===== src/hdl/aimc_pkg.sv =====
// aimc_pkg: register map, field layout and reset values of the
// converter input multiplexer and clock configuration block.
// assumes an 8-bit special function register port on core_clk.
package aimc_pkg;
  localparam logic [7:0] PAIR_CFG_ADDR = 8'hba;
  localparam logic [7:0] CHAN_SEL_ADDR = 8'hbb;
  localparam logic [7:0] CLK_GAIN_ADDR = 8'hbc;
  localparam logic [7:0] PAIR_CFG_RST = 8'h00;
  localparam logic [7:0] CHAN_SEL_RST = 8'h00;
  localparam logic [7:0] CLK_GAIN_RST = 8'hf8;
  localparam logic [7:0] PAIR_CFG_WMASK = 8'h0f;
  localparam logic [7:0] CHAN_SEL_WMASK = 8'h07;
  localparam logic [7:0] CLK_GAIN_WMASK = 8'hfb;
  localparam int DIV_LSB = 3;
  localparam int DIV_W = 5;
  localparam int GAIN_LSB = 0;
  localparam int GAIN_W = 2;
  localparam int CHAN_W = 3;
  localparam int PAIRS = 4;
  localparam int TRACK_CLOCKS = 3;
  localparam logic [1:0] TRACK_CNT_INIT = 2'h0;
  localparam logic [4:0] DIV_CNT_INIT = 5'h00;
  // settling after a multiplexer change, in ns, and in core clocks
  localparam int SETTLE_NS = 800;
  localparam int CLK_PERIOD_NS = 50;
  localparam int SETTLE_CYCLES = (SETTLE_NS + CLK_PERIOD_NS - 1) /
                                 CLK_PERIOD_NS;
  localparam logic [4:0] SETTLE_INIT = 5'h00;
  typedef enum logic [1:0] {AIMC_IDLE, AIMC_TRACK, AIMC_CONV} aimc_state_t;
endpackage : aimc_pkg


===== src/hdl/aimc_clk_div.sv =====
// aimc_clk_div: conversion clock enable, core clock divided by n+1.
// assumes divisor is a registered value on core_clk.
`timescale 1ns/10ps
module aimc_clk_div (
  input wire logic core_clk,
  input wire logic rst,
  input wire logic [4:0] divisor,
  output logic conv_tick
);
  logic [4:0] cnt_q;
  logic [4:0] cnt_d;
  logic tick_q;
  wire logic at_end = (cnt_q >= divisor);
  // restart on reaching the divisor; a lowered divisor ends at once
  assign cnt_d = at_end ? aimc_pkg::DIV_CNT_INIT : cnt_q + 5'h01;
  assign conv_tick = tick_q;
  always_ff @(posedge core_clk or posedge rst) begin
    if (rst) begin
      cnt_q <= aimc_pkg::DIV_CNT_INIT;
      tick_q <= 1'b0;
    end else begin
      cnt_q <= cnt_d;
      tick_q <= at_end;
    end
  end
endmodule : aimc_clk_div


===== src/hdl/aimc_mux_map.sv =====
// aimc_mux_map: maps channel code and pair configuration to the
// positive and negative multiplexer inputs. purely combinational.
// assumes registered inputs from the register file.
`timescale 1ns/10ps
module aimc_mux_map (
  input wire logic [3:0] pair_cfg,
  input wire logic [2:0] channel_code,
  output logic [2:0] pos_pin,
  output logic [2:0] neg_pin,
  output logic differential
);
  wire logic [1:0] pair_idx = channel_code[2:1];
  wire logic odd_code = channel_code[0];
  wire logic [2:0] even_pin = {pair_idx, 1'b0};
  wire logic [2:0] odd_pin = {pair_idx, 1'b1};
  assign differential = pair_cfg[pair_idx];
  // even code: lower pin positive; odd code: polarity reversed
  assign pos_pin = !differential ? channel_code :
                   (odd_code ? odd_pin : even_pin);
  assign neg_pin = !differential ? 3'h0 :
                   (odd_code ? even_pin : odd_pin);
endmodule : aimc_mux_map


===== src/hdl/aimc_top.sv =====
// aimc_top: configuration registers for the small converter's input
// multiplexer, gain stage and conversion clock, plus the tracking
// sequence in low-power track mode.
// assumes a single-cycle sfr port: sfr_wr/sfr_rd with address on core_clk.
`timescale 1ns/10ps
module aimc_top (
  input wire logic core_clk,
  input wire logic rst,
  input wire logic [7:0] sfr_addr,
  input wire logic sfr_wr,
  input wire logic [7:0] sfr_wdata,
  input wire logic sfr_rd,
  output logic [7:0] sfr_rdata,
  output logic sfr_hit,
  input wire logic low_power_track,
  input wire logic conv_start,
  input wire logic conv_done,
  output logic [2:0] pos_pin,
  output logic [2:0] neg_pin,
  output logic differential,
  output logic result_signed,
  output logic [1:0] amp_gain_code,
  output logic [4:0] conv_clock_divisor,
  output logic conv_tick,
  output logic tracking,
  output logic converting,
  output logic mux_settling
);
  logic [7:0] pair_config_reg_q;
  logic [7:0] channel_select_reg_q;
  logic [7:0] clock_gain_config_reg_q;
  logic [7:0] rdata_q;
  logic [1:0] track_cnt_q;
  logic [1:0] track_cnt_d;
  logic [4:0] settle_q;
  logic [4:0] settle_d;
  aimc_pkg::aimc_state_t state_q;
  aimc_pkg::aimc_state_t state_d;
  logic mux_diff;

  wire logic sel_pair = (sfr_addr == aimc_pkg::PAIR_CFG_ADDR);
  wire logic sel_chan = (sfr_addr == aimc_pkg::CHAN_SEL_ADDR);
  wire logic sel_clk = (sfr_addr == aimc_pkg::CLK_GAIN_ADDR);
  wire logic wr_pair = sfr_wr && sel_pair;
  wire logic wr_chan = sfr_wr && sel_chan;
  wire logic wr_clk = sfr_wr && sel_clk;
  // any write that can change the multiplexer restarts the settle count
  wire logic mux_change = wr_pair || wr_chan;
  logic [7:0] rd_mux;

  // reserved bits are held at zero in storage, so readback is zero
  always_comb begin
    if (sel_pair) begin
      rd_mux = pair_config_reg_q & aimc_pkg::PAIR_CFG_WMASK;
    end else if (sel_chan) begin
      rd_mux = channel_select_reg_q & aimc_pkg::CHAN_SEL_WMASK;
    end else if (sel_clk) begin
      rd_mux = clock_gain_config_reg_q & aimc_pkg::CLK_GAIN_WMASK;
    end else begin
      rd_mux = 8'h00;
    end
  end

  assign sfr_hit = sel_pair || sel_chan || sel_clk;
  assign sfr_rdata = rdata_q;

  always_ff @(posedge core_clk or posedge rst) begin
    if (rst) begin
      pair_config_reg_q <= aimc_pkg::PAIR_CFG_RST;
      channel_select_reg_q <= aimc_pkg::CHAN_SEL_RST;
      clock_gain_config_reg_q <= aimc_pkg::CLK_GAIN_RST;
      rdata_q <= 8'h00;
    end else begin
      if (wr_pair) begin
        pair_config_reg_q <= sfr_wdata & aimc_pkg::PAIR_CFG_WMASK;
      end
      if (wr_chan) begin
        channel_select_reg_q <= sfr_wdata & aimc_pkg::CHAN_SEL_WMASK;
      end
      if (wr_clk) begin
        clock_gain_config_reg_q <= sfr_wdata & aimc_pkg::CLK_GAIN_WMASK;
      end
      if (sfr_rd) begin
        rdata_q <= rd_mux;
      end
    end
  end

  assign conv_clock_divisor =
    clock_gain_config_reg_q[aimc_pkg::DIV_LSB +: aimc_pkg::DIV_W];
  // 00:0.5 01:1 10:2 11:4, decoded in the analog gain stage
  assign amp_gain_code =
    clock_gain_config_reg_q[aimc_pkg::GAIN_LSB +: aimc_pkg::GAIN_W];

  aimc_clk_div u_div (
    .core_clk(core_clk),
    .rst(rst),
    .divisor(conv_clock_divisor),
    .conv_tick(conv_tick)
  );

  aimc_mux_map u_map (
    .pair_cfg(pair_config_reg_q[aimc_pkg::PAIRS-1:0]),
    .channel_code(channel_select_reg_q[aimc_pkg::CHAN_W-1:0]),
    .pos_pin(pos_pin),
    .neg_pin(neg_pin),
    .differential(mux_diff)
  );
  assign differential = mux_diff;
  assign result_signed = mux_diff;

  // settle timer is advisory only: software still owns the wait
  assign settle_d = mux_change ? 5'(aimc_pkg::SETTLE_CYCLES) :
                    (settle_q != aimc_pkg::SETTLE_INIT) ?
                    settle_q - 5'h01 : settle_q;
  assign mux_settling = (settle_q != aimc_pkg::SETTLE_INIT);

  // track/convert sequence; normal mode skips straight to conversion
  always_comb begin
    state_d = state_q;
    track_cnt_d = track_cnt_q;
    case (state_q)
      aimc_pkg::AIMC_IDLE: begin
        if (conv_start) begin
          track_cnt_d = aimc_pkg::TRACK_CNT_INIT;
          state_d = low_power_track ? aimc_pkg::AIMC_TRACK :
                    aimc_pkg::AIMC_CONV;
        end
      end
      aimc_pkg::AIMC_TRACK: begin
        if (conv_tick) begin
          if (track_cnt_q == 2'(aimc_pkg::TRACK_CLOCKS - 1)) begin
            state_d = aimc_pkg::AIMC_CONV;
          end else begin
            track_cnt_d = track_cnt_q + 2'h1;
          end
        end
      end
      aimc_pkg::AIMC_CONV: begin
        if (conv_done) begin
          state_d = aimc_pkg::AIMC_IDLE;
        end
      end
      default: begin
        state_d = aimc_pkg::AIMC_IDLE;
      end
    endcase
  end

  // normal mode tracks whenever idle; low-power mode only when sequenced
  assign tracking = (state_q == aimc_pkg::AIMC_TRACK) ||
                    (!low_power_track && state_q == aimc_pkg::AIMC_IDLE);
  assign converting = (state_q == aimc_pkg::AIMC_CONV);

  always_ff @(posedge core_clk or posedge rst) begin
    if (rst) begin
      state_q <= aimc_pkg::AIMC_IDLE;
      track_cnt_q <= aimc_pkg::TRACK_CNT_INIT;
      settle_q <= aimc_pkg::SETTLE_INIT;
    end else begin
      state_q <= state_d;
      track_cnt_q <= track_cnt_d;
      settle_q <= settle_d;
    end
  end
endmodule : aimc_top


===== config.mk =====
export PLATFORM = sky130hd
export DESIGN_NAME = aimc_top
export DESIGN_NICKNAME = d
export VERILOG_FILES = /design/src/hdl/aimc_pkg.sv /design/src/hdl/aimc_clk_div.sv /design/src/hdl/aimc_mux_map.sv /design/src/hdl/aimc_top.sv
export SDC_FILE = /design/constraint.sdc
export NUM_CORES = 1
export LEC_CHECK = 0
export BUFFER_PORTS_ARGS = -buffer_cell sky130_fd_sc_hd__buf_2
export CORE_AREA = 2 2 88 90
export DETAILED_ROUTE_END_ITERATION = 7
export DIE_AREA = 0 0 90 92
export MAX_ROUTING_LAYER = met4
export PLACE_DENSITY = 0.46
export SYNTH_ARGS = -nofsm -noshare
export SYNTH_HDL_FRONTEND = slang
export SYNTH_SLANG_ARGS = --single-unit

===== constraint.sdc =====
create_clock -name core_clk -period 1.8 [get_ports core_clk]
set_clock_uncertainty 0.2 [all_clocks]
set_input_delay 0.45 -clock core_clk [delete_from_list [all_inputs] [get_ports core_clk]]
set_output_delay 0.45 -clock core_clk [all_outputs]
set_load 0.01 [all_outputs]

==> run metrics <==
ANT cells=0; clk root buf=clkbuf_8; crit-path leading delay family=simple AND/OR/NAND/NOR gates; Critical Setup Path Class=flop to primary output; simple-gate share of the synthesized area=0.1606; Max Root-Sink Buffers=2; delay of the slowest critical-path stage=460 ps; top cells by area, synth=dfrtp_1, mux2_2, dfstp_2; Area growth syn-to-layout=43.74%; flops & latches, synth=37; DRT antenna net count=0; Clock power frac=0.236; busiest grt layer=met2; Mean Syn Cell Area=10.96 um^2; Starting Density=0.2604; Post-Synth XOR/XNOR Area=0.01806; grt ovf=0; wire per inst=12.94 um; Mapped Cells=177; initial antenna violation count=0; CTS sink cnt=37; Iteration-0 DRC Markers=29; Final WS setup=-329.9 ps; Finished Core Util=0.3743; clk_lat worst skew=280 ps; htree depth=2; share of the synthesized area in the top cell type=0.4129; Vias/cell=4.446; top cells by count, synth=dfrtp_1, inv_1, mux2_2; Async SR Flop Fraction=1.000; Vias=1636; number of global-route vias before repair=1608; Fmax=469.5 MHz; num rows=32; switching share of power=0.3070; area leader, netlist=dfrtp_1; Max IR drop VDD=0.2587 mV; stages on the worst setup path=4; Tcrit/Tclk final=1.183; post-synthesis sequential area ratio=0.4806; Ys Warns=0; max_cap viols=0; DIE AREA=8280 um^2; largest net degree at the start of global routing=38; M2 GR Usage=0.2068; status=complete, but fails checks; Cell variety after synth=45; final hold violations=0; CTS tree=built; Top FF cell, synth=dfrtp_1; R2R Setup Slk=30 ps; core area=7447 um^2; gr usage total=0.1210; Filler cells=783; Hold WC Path Type=input pin to async pin; LEAKAGE=1.342 nW; EDFF count, synth=0; CP endpoint kind=primary output; die height=92 um; R2R depth=4; total power=2.525 mW; failing checks=setup timing; Reg2Reg Launch Point=clock_gain_config_reg_q[3]; Synth Area in Adders=0.05161; Reg clk slew, reported paths=70 ps; IO Count=51; Compound-Gate Fraction of Synth Area=0.1335; Pwr Density=905.8 nW/um^2; Slew Limit Headroom=0.8127; largest family of logic cells by synthesized area=simple AND/OR/NAND/NOR gates; met1 Track Usage GR=0.1393; mux share of post-synthesis cell area=0.1077; Net Count, Synth=208; share of layout cells above drive strength 1=0.4962; Port Buf Inserts=50; crit path max-delay cell type=or4b_4; CP startpoint kind=flop; Int Pwr=1.750 mW; RSZ-0062 raised after global routing=yes; nets=296; die width=90 um; Psw=0.7751 mW; Setup-failing EPs final=7; pins over their slew limit=0; Tmin final=2130 ps; Slew @ Worst Pin=277.3 ps; first-pass GRT wire length=7.672 mm; DRC Markers=0; CP bufs+invs=2; hpwl dp=3.612 mm; grt met3 use=0.02712; Logic pwr share=0.341; top-count cell post-synth=dfrtp_1; sequential power share=0.424; mapped cell area=1939 um^2; iteration count of the initial detailed-routing pass=4; drt total wl=4.761 mm; gpl congestion=0.7873; Critical Path, Cell by Cell=inv_1, ha_2, or4b_4, buf_6; worst reg2reg path endpoint=u_div.cnt_q[4]; critical-path maximum fanout=2; Inserted Clock Buffers=5; Critical Path AT=1480 ps; Req. time, crit path=1150 ps
stage by stage:
stage          cells  setup TNS, ps  setup slack, ps  instance area [um^2]  hold slack [ps]
5_1_grt          368          -1433           -412.9                  2788            17.36
4_1_cts          367          -1077           -332.6                  2710            5.910
2_1_floorplan    177         -96.76           -62.14                  1942            253.9
6_report         368         -957.6           -329.9                  2788            5.520
3_3_place_gp     355         -362.7           -69.18                  2539            289.7
3_5_place_dp     355         -411.3           -103.6                  2539            298.4
power groups by stage:
| stage | registers [mW] | logic (mW) | clock network (mW) |
|---|---|---|---|
| CTS | 1.06 | 0.803 | 0.628 |
| global route | 1.09 | 0.953 | 0.673 |
| floorplan | 1.06 | 0.469 | 0 |
| finish | 1.07 | 0.860 | 0.595 |
| detailed placement | 1.08 | 0.763 | 0 |
| global placement | 1.07 | 0.761 | 0 |
how the worst max path moves through the flow:
| stage | start | end | slack [ps] |
|---|---|---|---|
| CTS | settle_q[0] | mux_settling | -330 |
| global route | settle_q[1] | mux_settling | -410 |
| floorplan | settle_q[0] | mux_settling | -60 |
| detailed placement | sfr_addr[2] | channel_select_reg_q[2] | -100 |
| finish | settle_q[1] | mux_settling | -330 |
| global placement | sfr_addr[2] | channel_select_reg_q[2] | -70 |
state kept, by name, summed over array words and instances (netlist names):
register                 flops
sfr_rdata                    8
clock_gain_config_reg_q      7
settle_q                     5
u_div.cnt_q                  5
pair_config_reg_q            4
channel_select_reg_q         3
state_q                      2
track_cnt_q                  2
u_div.conv_tick              1
cells by family (layout without fill, tap and decap cells):
kind of cell / after synthesis / after routing
flip-flops: 37 / 37
AO/OA/AOI/OAI: 36 / 36
buffers and inverters: 23 / 112
XOR/XNOR: 4 / 4
adder cells (fa/ha/maj): 8 / 8
multiplexers: 19 / 19
AND/OR/NAND/NOR: 50 / 50
cell usage in the layout (no fill, tap or decap), types with 4 or more instances in the layout:
cell | netlist | final
o31ai_1 | 4 | 4
dfrtp_1 | 32 | 28
mux2_2 | 12 | 12
buf_4 | 1 | 34
nor2_1 | 8 | 6
buf_2 | 2 | 44
ha_1 | 8 | 7
o22ai_1 | 6 | 6
buf_6 | 0 | 7
dfrtp_2 | 0 | 4
a21oi_1 | 4 | 4
inv_1 | 18 | 18
nand2b_1 | 9 | 9
nand3_1 | 4 | 4
a211oi_2 | 0 | 5
clkbuf_8 | 0 | 6
nand2_1 | 7 | 7
dfstp_2 | 5 | 5
final cells by class:
cell class	count	area, um^2	share of cell area
Multi-Input combinational cell	117	991.0	0.3555
Inverter	18	67.56	0.02424
Sequential cell	37	937.1	0.3362
Clock buffer	8	90.09	0.03232
Timing Repair Buffer	86	574.3	0.2060
Tap cell	102	127.6	0.04578
worst min-delay path, delay by kind of cell:
family                 cells  cell delay, ps
buffers and inverters      3             400
metal layers:
layer  part of all wire  vias up  wire [um]
met5                  0        -          0
met4              0.016        0         76
met3              0.020        5         97
met2               0.52       20       2467
met1               0.45      796       2119
li1                   -      815          -
what timing repair did:
action | CTS | global route
resized for setup | 12 | 16
pin swaps | 6 | 5
endpoints found under the setup margin | 9 | 13
setup buffers | 4 | 1
hold buffers | 0 | 0
Note: power is estimated with default switching activity, not from simulation.
